`src/rtl/vbir_consts.svh`:
```
// Constants of the supply-input event and interrupt-enable register group.
// Assumes an 8-bit register port with a byte offset and single-cycle strobes.
`ifndef VBIR_CONSTS_SVH
`define VBIR_CONSTS_SVH
`define VBIR_OFS_SUP_EVT_SET 8'h16
`define VBIR_OFS_SUP_EVT_CLR 8'h17
`define VBIR_OFS_SUP_IEN_SET 8'h18
`define VBIR_OFS_SUP_IEN_CLR 8'h19
`define VBIR_OFS_THM_EVT_SET 8'h1a
`define VBIR_OFS_THM_EVT_CLR 8'h1b
`define VBIR_OFS_THM_IEN_SET 8'h1c
`define VBIR_OFS_THM_IEN_CLR 8'h1d
`define VBIR_FIELD_MASK      6'h3f
`define VBIR_RESET_VAL       6'h00
`endif

```
`src/rtl/vbir_pkg.sv`:
```
// Types shared by the supply-input event register group.
// Assumes nothing beyond the constants header.
package vbir_pkg;
  typedef logic [5:0] vbir_field_t;
endpackage

```
`src/rtl/vbir_event_irq_regs.sv`:
```
// Supply-input and thermal/config-line event flags with interrupt enables.
// Assumes synchronous monitor levels and a single-cycle register strobe port.
`include "vbir_consts.svh"
module vbir_event_irq_regs (
  input  wire logic       clk,
  input  wire logic       rst,
  input  wire logic       reg_wr,
  input  wire logic       reg_rd,
  input  wire logic [7:0] reg_addr,
  input  wire logic [7:0] reg_wdata,
  output logic      [7:0] reg_rdata,
  input  wire logic       input_present,
  input  wire logic       input_overvolt,
  input  wire logic       input_undervolt,
  input  wire logic       heat_warning,
  input  wire logic       heat_cutoff,
  input  wire logic       config_line_one,
  input  wire logic       config_line_two,
  output logic            irq
);
  // Register state, one six-bit field per register pair
  vbir_pkg::vbir_field_t sup_flag_ff;
  vbir_pkg::vbir_field_t thm_flag_ff;
  vbir_pkg::vbir_field_t sup_ien_ff;
  vbir_pkg::vbir_field_t thm_ien_ff;
  logic                  mon_valid_ff;

  // Next values
  vbir_pkg::vbir_field_t nxt_sup_flag;
  vbir_pkg::vbir_field_t nxt_thm_flag;
  vbir_pkg::vbir_field_t nxt_sup_ien;
  vbir_pkg::vbir_field_t nxt_thm_ien;
  logic [7:0]            nxt_reg_rdata;
  logic                  nxt_irq;

  // Write data and decoded write strobes
  vbir_pkg::vbir_field_t wmask;
  logic                  wr_sup_evt_set;
  logic                  wr_sup_evt_clr;
  logic                  wr_sup_ien_set;
  logic                  wr_sup_ien_clr;
  logic                  wr_thm_evt_set;
  logic                  wr_thm_evt_clr;
  logic                  wr_thm_ien_set;
  logic                  wr_thm_ien_clr;

  // Monitor events, one pulse per detected edge
  logic                  input_present_event;
  logic                  input_gone_event;
  logic                  input_overvolt_event;
  logic                  input_overvolt_cleared_event;
  logic                  input_undervolt_event;
  logic                  input_undervolt_cleared_event;
  logic                  heat_warning_event;
  logic                  heat_warning_cleared_event;
  logic                  heat_cutoff_event;
  logic                  heat_cutoff_cleared_event;
  logic                  config_line_one_change_event;
  logic                  config_line_two_change_event;
  vbir_pkg::vbir_field_t sup_hw;
  vbir_pkg::vbir_field_t thm_hw;

  // Flags that currently request an interrupt
  vbir_pkg::vbir_field_t sup_pend;
  vbir_pkg::vbir_field_t thm_pend;

  // Bits 7:6 of the write data never reach a field
  assign wmask = reg_wdata[5:0] & `VBIR_FIELD_MASK;

  // Unmapped offsets match no strobe, so such writes are dropped
  assign wr_sup_evt_set = reg_wr && (reg_addr == `VBIR_OFS_SUP_EVT_SET);
  assign wr_sup_evt_clr = reg_wr && (reg_addr == `VBIR_OFS_SUP_EVT_CLR);
  assign wr_sup_ien_set = reg_wr && (reg_addr == `VBIR_OFS_SUP_IEN_SET);
  assign wr_sup_ien_clr = reg_wr && (reg_addr == `VBIR_OFS_SUP_IEN_CLR);
  assign wr_thm_evt_set = reg_wr && (reg_addr == `VBIR_OFS_THM_EVT_SET);
  assign wr_thm_evt_clr = reg_wr && (reg_addr == `VBIR_OFS_THM_EVT_CLR);
  assign wr_thm_ien_set = reg_wr && (reg_addr == `VBIR_OFS_THM_IEN_SET);
  assign wr_thm_ien_clr = reg_wr && (reg_addr == `VBIR_OFS_THM_IEN_CLR);

  // Edges ignored in the first cycle after reset, while the baseline is taken
  always_ff @(posedge clk) begin
    if (rst) begin
      mon_valid_ff <= 1'h0;
    end else begin
      mon_valid_ff <= 1'h1;
    end
  end

  // Supply input presence
  vbir_edge_det u_det_present (
    .clk    (clk),
    .rst    (rst),
    .arm    (mon_valid_ff),
    .level  (input_present),
    .rise   (input_present_event),
    .fall   (input_gone_event),
    .change ()
  );

  // Overvoltage
  vbir_edge_det u_det_overvolt (
    .clk    (clk),
    .rst    (rst),
    .arm    (mon_valid_ff),
    .level  (input_overvolt),
    .rise   (input_overvolt_event),
    .fall   (input_overvolt_cleared_event),
    .change ()
  );

  // Undervoltage
  vbir_edge_det u_det_undervolt (
    .clk    (clk),
    .rst    (rst),
    .arm    (mon_valid_ff),
    .level  (input_undervolt),
    .rise   (input_undervolt_event),
    .fall   (input_undervolt_cleared_event),
    .change ()
  );

  // Heat warning
  vbir_edge_det u_det_warning (
    .clk    (clk),
    .rst    (rst),
    .arm    (mon_valid_ff),
    .level  (heat_warning),
    .rise   (heat_warning_event),
    .fall   (heat_warning_cleared_event),
    .change ()
  );

  // Heat cutoff
  vbir_edge_det u_det_cutoff (
    .clk    (clk),
    .rst    (rst),
    .arm    (mon_valid_ff),
    .level  (heat_cutoff),
    .rise   (heat_cutoff_event),
    .fall   (heat_cutoff_cleared_event),
    .change ()
  );

  // Config line one, either direction
  vbir_edge_det u_det_line_one (
    .clk    (clk),
    .rst    (rst),
    .arm    (mon_valid_ff),
    .level  (config_line_one),
    .rise   (),
    .fall   (),
    .change (config_line_one_change_event)
  );

  // Config line two, either direction
  vbir_edge_det u_det_line_two (
    .clk    (clk),
    .rst    (rst),
    .arm    (mon_valid_ff),
    .level  (config_line_two),
    .rise   (),
    .fall   (),
    .change (config_line_two_change_event)
  );

  // Supply field order A to F
  always_comb begin
    sup_hw[0] = input_present_event;
    sup_hw[1] = input_gone_event;
    sup_hw[2] = input_overvolt_event;
    sup_hw[3] = input_overvolt_cleared_event;
    sup_hw[4] = input_undervolt_event;
    sup_hw[5] = input_undervolt_cleared_event;
  end

  // Thermal and config-line field order A to F
  always_comb begin
    thm_hw[0] = heat_warning_event;
    thm_hw[1] = heat_warning_cleared_event;
    thm_hw[2] = heat_cutoff_event;
    thm_hw[3] = heat_cutoff_cleared_event;
    thm_hw[4] = config_line_one_change_event;
    thm_hw[5] = config_line_two_change_event;
  end

  // Clear before sets, so a monitor event beats a same-cycle clear
  always_comb begin
    nxt_sup_flag = sup_flag_ff;
    if (wr_sup_evt_clr) begin
      nxt_sup_flag = nxt_sup_flag & ~wmask;
    end
    if (wr_sup_evt_set) begin
      nxt_sup_flag = nxt_sup_flag | wmask;
    end
    nxt_sup_flag = nxt_sup_flag | sup_hw;
  end

  // Same ordering for the thermal group
  always_comb begin
    nxt_thm_flag = thm_flag_ff;
    if (wr_thm_evt_clr) begin
      nxt_thm_flag = nxt_thm_flag & ~wmask;
    end
    if (wr_thm_evt_set) begin
      nxt_thm_flag = nxt_thm_flag | wmask;
    end
    nxt_thm_flag = nxt_thm_flag | thm_hw;
  end

  // Zero bits written leave an enable as it was
  always_comb begin
    nxt_sup_ien = sup_ien_ff;
    if (wr_sup_ien_clr) begin
      nxt_sup_ien = nxt_sup_ien & ~wmask;
    end
    if (wr_sup_ien_set) begin
      nxt_sup_ien = nxt_sup_ien | wmask;
    end
  end

  // Thermal enables
  always_comb begin
    nxt_thm_ien = thm_ien_ff;
    if (wr_thm_ien_clr) begin
      nxt_thm_ien = nxt_thm_ien & ~wmask;
    end
    if (wr_thm_ien_set) begin
      nxt_thm_ien = nxt_thm_ien | wmask;
    end
  end

  // Supply flags
  always_ff @(posedge clk) begin
    if (rst) begin
      sup_flag_ff <= `VBIR_RESET_VAL;
    end else begin
      sup_flag_ff <= nxt_sup_flag;
    end
  end

  // Thermal flags
  always_ff @(posedge clk) begin
    if (rst) begin
      thm_flag_ff <= `VBIR_RESET_VAL;
    end else begin
      thm_flag_ff <= nxt_thm_flag;
    end
  end

  // Supply enables
  always_ff @(posedge clk) begin
    if (rst) begin
      sup_ien_ff <= `VBIR_RESET_VAL;
    end else begin
      sup_ien_ff <= nxt_sup_ien;
    end
  end

  // Thermal enables
  always_ff @(posedge clk) begin
    if (rst) begin
      thm_ien_ff <= `VBIR_RESET_VAL;
    end else begin
      thm_ien_ff <= nxt_thm_ien;
    end
  end

  // From next state, so the request moves at the same edge as its cause
  assign sup_pend = nxt_sup_flag & nxt_sup_ien;
  assign thm_pend = nxt_thm_flag & nxt_thm_ien;
  assign nxt_irq  = |{sup_pend, thm_pend};

  always_ff @(posedge clk) begin
    if (rst) begin
      irq <= 1'h0;
    end else begin
      irq <= nxt_irq;
    end
  end

  // A read beside a write returns the value from before the write
  always_comb begin
    nxt_reg_rdata = reg_rdata;
    if (reg_rd) begin
      unique case (reg_addr)
        `VBIR_OFS_SUP_EVT_SET: nxt_reg_rdata = {2'h0, sup_flag_ff};
        `VBIR_OFS_SUP_EVT_CLR: nxt_reg_rdata = {2'h0, sup_flag_ff};
        `VBIR_OFS_SUP_IEN_SET: nxt_reg_rdata = {2'h0, sup_ien_ff};
        `VBIR_OFS_SUP_IEN_CLR: nxt_reg_rdata = {2'h0, sup_ien_ff};
        `VBIR_OFS_THM_EVT_SET: nxt_reg_rdata = {2'h0, thm_flag_ff};
        `VBIR_OFS_THM_EVT_CLR: nxt_reg_rdata = {2'h0, thm_flag_ff};
        `VBIR_OFS_THM_IEN_SET: nxt_reg_rdata = {2'h0, thm_ien_ff};
        `VBIR_OFS_THM_IEN_CLR: nxt_reg_rdata = {2'h0, thm_ien_ff};
        default:               nxt_reg_rdata = 8'h00;
      endcase
    end
  end

  // Read data holds until the next read
  always_ff @(posedge clk) begin
    if (rst) begin
      reg_rdata <= 8'h00;
    end else begin
      reg_rdata <= nxt_reg_rdata;
    end
  end
endmodule

// One monitor level against its baseline: rise, fall and any change.
// Held off by arm until a baseline exists, so reset never fakes an edge.
module vbir_edge_det #(
  parameter logic RESET_LEVEL = 1'h0
) (
  input  wire logic clk,
  input  wire logic rst,
  input  wire logic arm,
  input  wire logic level,
  output logic      rise,
  output logic      fall,
  output logic      change
);
  // Level seen at the previous edge
  logic prev_ff;

  always_ff @(posedge clk) begin
    if (rst) begin
      prev_ff <= RESET_LEVEL;
    end else begin
      prev_ff <= level;
    end
  end

  always_comb begin
    rise   = 1'h0;
    fall   = 1'h0;
    change = 1'h0;
    if (arm) begin
      rise   = level & ~prev_ff;
      fall   = ~level & prev_ff;
      change = level ^ prev_ff;
    end
  end
endmodule

```
`config.mk`:
```
export PLATFORM = sky130hd
export DESIGN_NAME = vbir_event_irq_regs
export DESIGN_NICKNAME = d
export VERILOG_FILES = /design/src/rtl/vbir_pkg.sv /design/src/rtl/vbir_event_irq_regs.sv
export VERILOG_INCLUDE_DIRS = /design/src /design/src/rtl
export SDC_FILE = /design/constraint.sdc
export NUM_CORES = 1
export LEC_CHECK = 0
export ABC_AREA = 1
export BUFFER_PORTS_ARGS = -buffer_cell sky130_fd_sc_hd__buf_2
export CAP_MARGIN = 15
export CORE_MARGIN = 2
export CORE_UTILIZATION = 61
export DETAILED_ROUTE_END_ITERATION = 8
export PLACE_DENSITY = 0.91
export RECOVER_POWER = 25
export SLEW_MARGIN = 10
export SYNTH_ARGS = -nofsm -noshare
export SYNTH_HDL_FRONTEND = slang
export SYNTH_HIERARCHICAL = 1
export SYNTH_SLANG_ARGS = --single-unit
```
`constraint.sdc`:
```
create_clock -name clk -period 2.7 [get_ports clk]
set_input_delay 0.54 -clock clk [delete_from_list [all_inputs] [get_ports clk]]
set_output_delay 0.54 -clock clk [all_outputs]
set_load 0.02 [all_outputs]
```
# Yosys cells after proc, flatten, opt, wreduce, memory -nomap -nowiden
# Cells that the tools add are included.
# totals
ff_bits	41
latch_bits	0
ram_bits	0
romBits	0
word_cells	92
memories	0
# classes
addsub	0
multipliers	0
div_mod_pow	0
magnitude_cmp	0
n_eq_ne	8
shift	0
mux	22
bitwise_logic	35
reduce_logical	13
# op_table
cell	count
$eq 8x5->1 const B	8
$mux 6	8
$and 6x6->6	6
$or 6x6->6	6
$pmux 6 s4	1
$mux 1	13
$reduce_or 12->1	1
$and 1x1->1	10
$not 1->1	10
$logic_and 1x1->1	8
$reduce_or 2->1	4
$not 6->6	1
$xor 1x1->1	2

# Depth between registers and ports, before layout
# Gate-level depths: netlist of the first run.
# logic_depth
word_depth	8
mapped_depth	14
depth_no_buf	13

# Cells and area by module
# The synthesis of the first run kept the hierarchy.
# by_module_without_submodules
module	n_inst	cells_each	area_each_um2
vbir_event_irq_regs	1	288	1850.5
vbir_edge_det	7	12	81.3

# Worst setup path after synthesis of the first run
# OpenSTA, ideal clock, no wires.
# synth_timing
kind	input-to-reg
from	input reg_addr[5]
to	register irq
setup_time_ns	0.109
arrival_time_ns	1.562
slack_ns	1.029
path_stages	13
n_path_buf	1
path_cell_list	inv_1 nand2_2 nor2_4 buf_6 nand3_4 o21ai_2 nand2_1 nand2_1 nand2_1 nor2_1 nand3_1 nand2_1 inv_1
# synth_between
elab_chain_cells	8
word_cells_on_any_way	33
# synth_rtl
element	line_no	source
start, declared	vbir_event_irq_regs.sv:9	input wire logic [7:0] reg_addr,
$eq 8x5->1	-	
$logic_and 1x1->1 (on tied branches)	vbir_event_irq_regs.sv:72, vbir_event_irq_regs.sv:76	
$mux 6 (on tied branches)	vbir_event_irq_regs.sv:189, vbir_event_irq_regs.sv:201	
$or 6x6->6 (on tied branches)	vbir_event_irq_regs.sv:193, vbir_event_irq_regs.sv:205	
$mux 6 (on tied branches)	vbir_event_irq_regs.sv:192, vbir_event_irq_regs.sv:204	
$or 6x6->6 (on tied branches)	vbir_event_irq_regs.sv:195, vbir_event_irq_regs.sv:207	
$and 6x6->6 (on tied branches)	vbir_event_irq_regs.sv:269, vbir_event_irq_regs.sv:270	
$reduce_or 12->1 *	vbir_event_irq_regs.sv:271	assign nxt_irq = |{sup_pend, thm_pend};
end signal, assigned	vbir_event_irq_regs.sv:277	irq <= nxt_irq;
end, declared	vbir_event_irq_regs.sv:19	output logic irq
# Mark *: on every way between the ends. The rest lies on a longest branch, timed or not.
# A chain may end at the register's enable or synchronous reset.

# Worst setup path after layout of the first run
# layout_timing
from	input reg_addr[7]
to	register irq
# The elaborated chain is that of the path after synthesis.

==> impl_metrics.toml, run 1 <==
[outcome]
outcome = "complete, but fails checks"
failed_checks = "max-capacitance violations, max-slew violations"

[floorplanning]
die_area_um2 = 4290
die_width_um = 65.5
ios = 36
num_rows = 22
coreArea_um2 = 3660
start_util_pct = 63.0
die_y_um = 65.5

[logic_synthesis]
synthCells = 350
yosysWarnings = 6
syn_area_per_cell_um2 = 6.59
syn_area_um2 = 2310

[critical_path]
regToRegEndpoint = "irq$_SDFF_PP0_"
crit_start = "reg_addr[7]"
rr_startpoint = "u_det_cutoff/prev_ff$_SDFF_PP0_"
cpMostUsedCell = "nand2_1"
cp_top_family = "simple AND/OR/NAND/NOR gates"
cp.arrival_ps = 2170
crit_path_end = "irq$_SDFF_PP0_"
crit_chain = "buf_2, inv_1, nand2_1, nor2_4, nand3_4, o21ai_2, nand2_1, nand2_1, nand2_1, nor2_1, nand3_1, nand2_1, inv_1"
cp.required_ps = 2900
critPathMaxFanout = 19
path_depth = 13
criticalPathCategory = "input port to register"
cp_num_buf_inv = 3
worst_setup_path_start_kind = "input port"
reg2reg_depth = 12
slowest_delay_ps = 400
cp_slowest_cell = "nor2_4"
r2r_slack_ps = 1250
end_kind = "register"

[clock_network]
cts_buffer_depth = 2
path_clk_slew_ps = 70
worstSkewPairLatency_ps = 290
cts_resized = 0
h-tree-depth = 2
cts_inserted_buffers = 5
root_buffer = "clkbuf_8"
post_cts_buffers = 0
cts_tree = "yes"
hold_buffers = 0
cts_sinks = 39

[timing]
fmax_mhz = 507
clock-skew-final_ps = 4.03
holdWs_ps = 461
final-max-slew-violation-count = 39
setup_ws_ps = 729
setup_viol = 0
hold_viol_final = 0
fin_crit_ps = 1970
slew_headroom_pct = -14.5
rsz0062_at_grt = "no"
setup_tns_ps = 0
timing.final.crit_share_pct = 73.0
worst_pin_slew_ps = 1720

[final_layout]
design_area_um2 = 2550
final_cell_mix = "nand2_1, inv_1, dfxtp_1, buf_2, a21oi_1"
regArea_um2 = 781
diodes = 0
nets = 419
nFillCells = 327
drive_gt1_share_pct = 15.0
multi_input_area_um2 = 1280
layout_commonest_cell = "nand2_1"
syn2layout_area_growth_pct = 10.7

[global_routing]
grt_pass1_wl_mm = 8.69
overflow = 0
grt_pass1_vias = 1974
antenna_found_initial = 0
grtUsageTotal_pct = 26.3
grt_max_degree = 39

[routing]
viasPerCell = 5.21
drtIter0Drc = 184
first_pass_iters = 5
detail-route-antenna-nets = 0
vias = 2237
drc_errors = 0
wirelength_mm = 5.11
wl_per_cell_um = 11.9

[placement]
dp_slack_ps = 468
portBuffers = 31
placed_cell_area_um2 = 2480
dp_hpwl_mm = 3.79
gp_congestion = 0.843

[min_path]
hold_class = "register to register"
min_from = "reg_rdata[3]$_SDFFE_PP0P_"

[power_and_ir_drop]
power_density_nw_per_um2 = 433
peakVddDrop_mv = 0.379
leakagePower_nw = 1.29

[job]
maxCapViolations = 1
[registers in the layout (all words and copies together), names as in the netlist]
name	flops
sup_ien_ff	6
thm_ien_ff	6
u_det_undervolt/prev_ff	1
u_det_overvolt/prev_ff	1
u_det_present/prev_ff	1
mon_valid_ff	1
thm_flag_ff	6
u_det_warning/prev_ff	1
u_det_line_one/prev_ff	1
u_det_cutoff/prev_ff	1
reg_rdata	6
u_det_line_two/prev_ff	1
sup_flag_ff	6
irq	1
[metrics by stage]
stage	total power [mW]	instances	utilization [%]
after floorplan	0.694	351	-
after global placement	0.730	421	67.7
after detailed placement	0.735	421	67.7
after CTS	1.11	429	69.9
after global routing	1.15	429	69.8
final	1.11	429	69.8
[worst register-to-register path, stage by stage, from the launching register on]
cell and delay, ps:
dfxtp_1 350, inv_1 50, ha_1 170, nand2_1 50, inv_1 40, a21oi_1 170
nand2_1 70, nand2_1 60, nand2_1 70, nor2_1 110, nand3_1 90, nand2_1 80
inv_1 40
[where the power goes]
part           switching [mW]  internal, mW
registers              0.0106         0.592
logic                  0.0815        0.0398
clock network           0.202         0.181
total                   0.294         0.813
[per-layer routing]
layer	part of all wire [%]	track usage (%)	up-vias
li1	-	-	1165
met1	45	33.3	973
met2	47	45.3	90
met3	6.9	4.62	9
met4	1.6	8.85	0
met5	0	0	-
[area by class of cell]
cell class	instances	share of cell area, %
inverters	52	7.64
flip-flops and latches	39	30.6
repair buffers	32	6.17
multi-input cells	250	50.1
clock inverters	1	0.196
clock buffers	7	2.99
well taps	48	2.35
[worst min path at each step]
stage,end,slack [ps],depth (start not counted)
6_report,reg_rdata[3]$_SDFFE_PP0P_,460,2
5_1_grt,reg_rdata[3]$_SDFFE_PP0P_,490,2
4_1_cts,u_det_line_one/prev_ff$_SDFF_PP0_,460,3
3_5_place_dp,reg_rdata[3]$_SDFFE_PP0P_,460,2
3_3_place_gp,reg_rdata[5]$_SDFFE_PP0P_,450,2
2_1_floorplan,sup_ien_ff[1]$_SDFF_PP0_,450,2
Power figures use the tool's default switching activity.
==> run 2, diff against run 1 <==
--- a/config.mk
+++ b/config.mk
@@ -6,13 +6,13 @@
 export SDC_FILE = /design/constraint.sdc
 export NUM_CORES = 1
 export LEC_CHECK = 0
-export ABC_AREA = 1
+export ABC_AREA = 0
 export BUFFER_PORTS_ARGS = -buffer_cell sky130_fd_sc_hd__buf_2
 export CAP_MARGIN = 15
 export CORE_MARGIN = 2
-export CORE_UTILIZATION = 61
+export CORE_UTILIZATION = 51
 export DETAILED_ROUTE_END_ITERATION = 8
-export PLACE_DENSITY = 0.91
+export PLACE_DENSITY = 0.81
 export RECOVER_POWER = 25
 export SLEW_MARGIN = 10
 export SYNTH_ARGS = -nofsm -noshare
==> constraint.sdc (replaced) <==
create_clock -name clk -period 1.65 [get_ports clk]
set_input_delay 0.33 -clock clk [delete_from_list [all_inputs] [get_ports clk]]
set_output_delay 0.33 -clock clk [all_outputs]
set_load 0.02 [all_outputs]
==> run 2 against run 1 <==
  * The flow finishes with violations (negative setup slack)
  * Sequential share of layout area down 6.5 points
  * Combinational power rose to 2.9 times the previous value
  * Flip-flop and latch count unchanged
  * Cell area up 27%
  * Register-to-register slack worse by 1400 ps
  * Routed wire length up 44%
  * Die area up 17%
  * Largest cell class unchanged
==> impl_metrics.toml, run 2 <==
[outcome]
outcome = "complete, but fails checks"
failed_checks = "negative setup slack"

[critical_path]
cp.arrival_ps = 2020
crit_chain = "buf_8, or4b_4, o31ai_1, a22oi_1, nor4_2, a31oi_1"
worst_setup_path_start_kind = "input port"
critPathMaxFanout = 6
cp.required_ps = 1820
end_kind = "register"
cp_slowest_cell = "or4b_4"
criticalPathCategory = "input port to register"
slowest_delay_ps = 630

[power_and_ir_drop]
power.internal_mw = 1.51
seqPwrFrac_pct = 47.9
clkPwrFrac_pct = 34.9
switching_share_pct = 27.2
peakVddDrop_mv = 0.458
power_mw = 2.07
switchingPower_mw = 0.562
power_density_nw_per_um2 = 638
leakagePower_nw = 1.29
comb_power_share_pct = 17.2

[clock_network]
worstSkewPairLatency_ps = 300
cts_tree = "yes"
cts_inserted_buffers = 5
path_clk_slew_ps = 80
cts_buffer_depth = 2
root_buffer = "clkbuf_8"
cts_sinks = 39
h-tree-depth = 2

[routing]
wirelength_mm = 7.34
viasPerCell = 6.28
drc_errors = 0
wl_per_cell_um = 19.1
detail-route-antenna-nets = 0
first_pass_iters = 6
drtIter0Drc = 255
vias = 2413

[global_routing]
grt_max_degree = 21
grt_pass1_vias = 2295
grt_pass1_wl_mm = 10.8
antenna_found_initial = 0
grtUsageTotal_pct = 27.7
overflow = 0

[timing]
clock-skew-final_ps = 4.31
fmax_mhz = 543
hold_viol_final = 0
setup_viol = 1
timing.final.crit_share_pct = 112
setup_ws_ps = -193
slew_headroom_pct = 31.5
worst_pin_slew_ps = 1030
final-max-slew-violation-count = 0
rsz0062_at_grt = "yes"
fin_crit_ps = 1840

[floorplanning]
ios = 36
num_rows = 24
die_area_um2 = 5040
coreArea_um2 = 4320
die_y_um = 71.0
start_util_pct = 52.9
die_width_um = 71.0

[min_path]
hold_class = "input port to register"

[placement]
numPlacedInstances = 368
portBuffers = 31
dp_slack_ps = -639
dp_hpwl_mm = 4.57
gp_congestion = 0.910

[final_layout]
diodes = 0
nFillCells = 300
multi_input_area_um2 = 1580
layout_commonest_cell = "buf_4"
drive_gt1_share_pct = 37.0
syn2layout_area_growth_pct = 41.8
nets = 370
final_cell_mix = "buf_4, dfxtp_1, buf_2, a21oi_1, inv_1"
regArea_um2 = 781
final_cell_count_no_fill = 384

[logic_synthesis]
yosysWarnings = 6
synthCells = 259
syn_area_um2 = 2290
syn_area_per_cell_um2 = 8.84

[job]
maxCapViolations = 0
## run 2: layer usage
layer,wire length (um),vias up,global-route usage (%)
met5,0,-,0
li1,-,1114,-
met3,675,40,6.70
met4,360,0,16.4
met1,2770,1124,34.0
met2,3540,135,44.2
## run 2: repair_timing
action	CTS	global route
endpoints found under the hold margin	0	0
resized for setup	18	19
pin swaps	8	12
hold buffers	0	0
buffers inserted	1	2
endpoints found under the setup margin	1	7
gates cloned	3	2
## run 2: stage by stage
step,util [%],hold slack (ps),area (um2),TNS [ps]
2_1_floorplan,-,396,2370,-318
3_3_place_gp,66.0,478,2850,-3870
3_5_place_dp,66.0,486,2850,-4590
4_1_cts,71.0,261,3070,-108
5_1_grt,75.0,268,3240,-316
6_report,75.0,255,3240,-193
## run 2: layout make-up
class | count | area share, %
flip-flops and latches | 39 | 24.1
repair buffers | 80 | 19.8
clock buffers | 8 | 3.09
inverters | 21 | 2.43
well taps | 52 | 2.01
multi-input cells | 184 | 48.6
## run 2: power by group through the flow
stage	clock network [mW]	logic (mW)	registers (mW)
2_1_floorplan	0	0.168	1.00
3_3_place_gp	0	0.287	1.01
3_5_place_dp	0	0.295	1.01
4_1_cts	0.710	0.321	0.989
5_1_grt	0.753	0.379	0.993
6_report	0.723	0.355	0.991
## run 2: final timing paths
kind | startpoint | to | slack (ps) | cells past startpoint
max | reg_addr[6] | irq$_SDFF_PP0_ | -190 | 6
min | config_line_two | u_det_line_two/prev_ff$_SDFF_PP0_ | 260 | 2
max reg2reg | u_det_cutoff/prev_ff$_SDFF_PP0_ | irq$_SDFF_PP0_ | -110 | 8
min reg2reg | sup_ien_ff[2]$_SDFF_PP0_ | sup_ien_ff[2]$_SDFF_PP0_ | 510 | 2
## run 2: worst max-delay path: cells and delay by family
kind            cells  cell delay (ps)
compound gates      3              730
buf+inv             1              110
simple gates        2              840
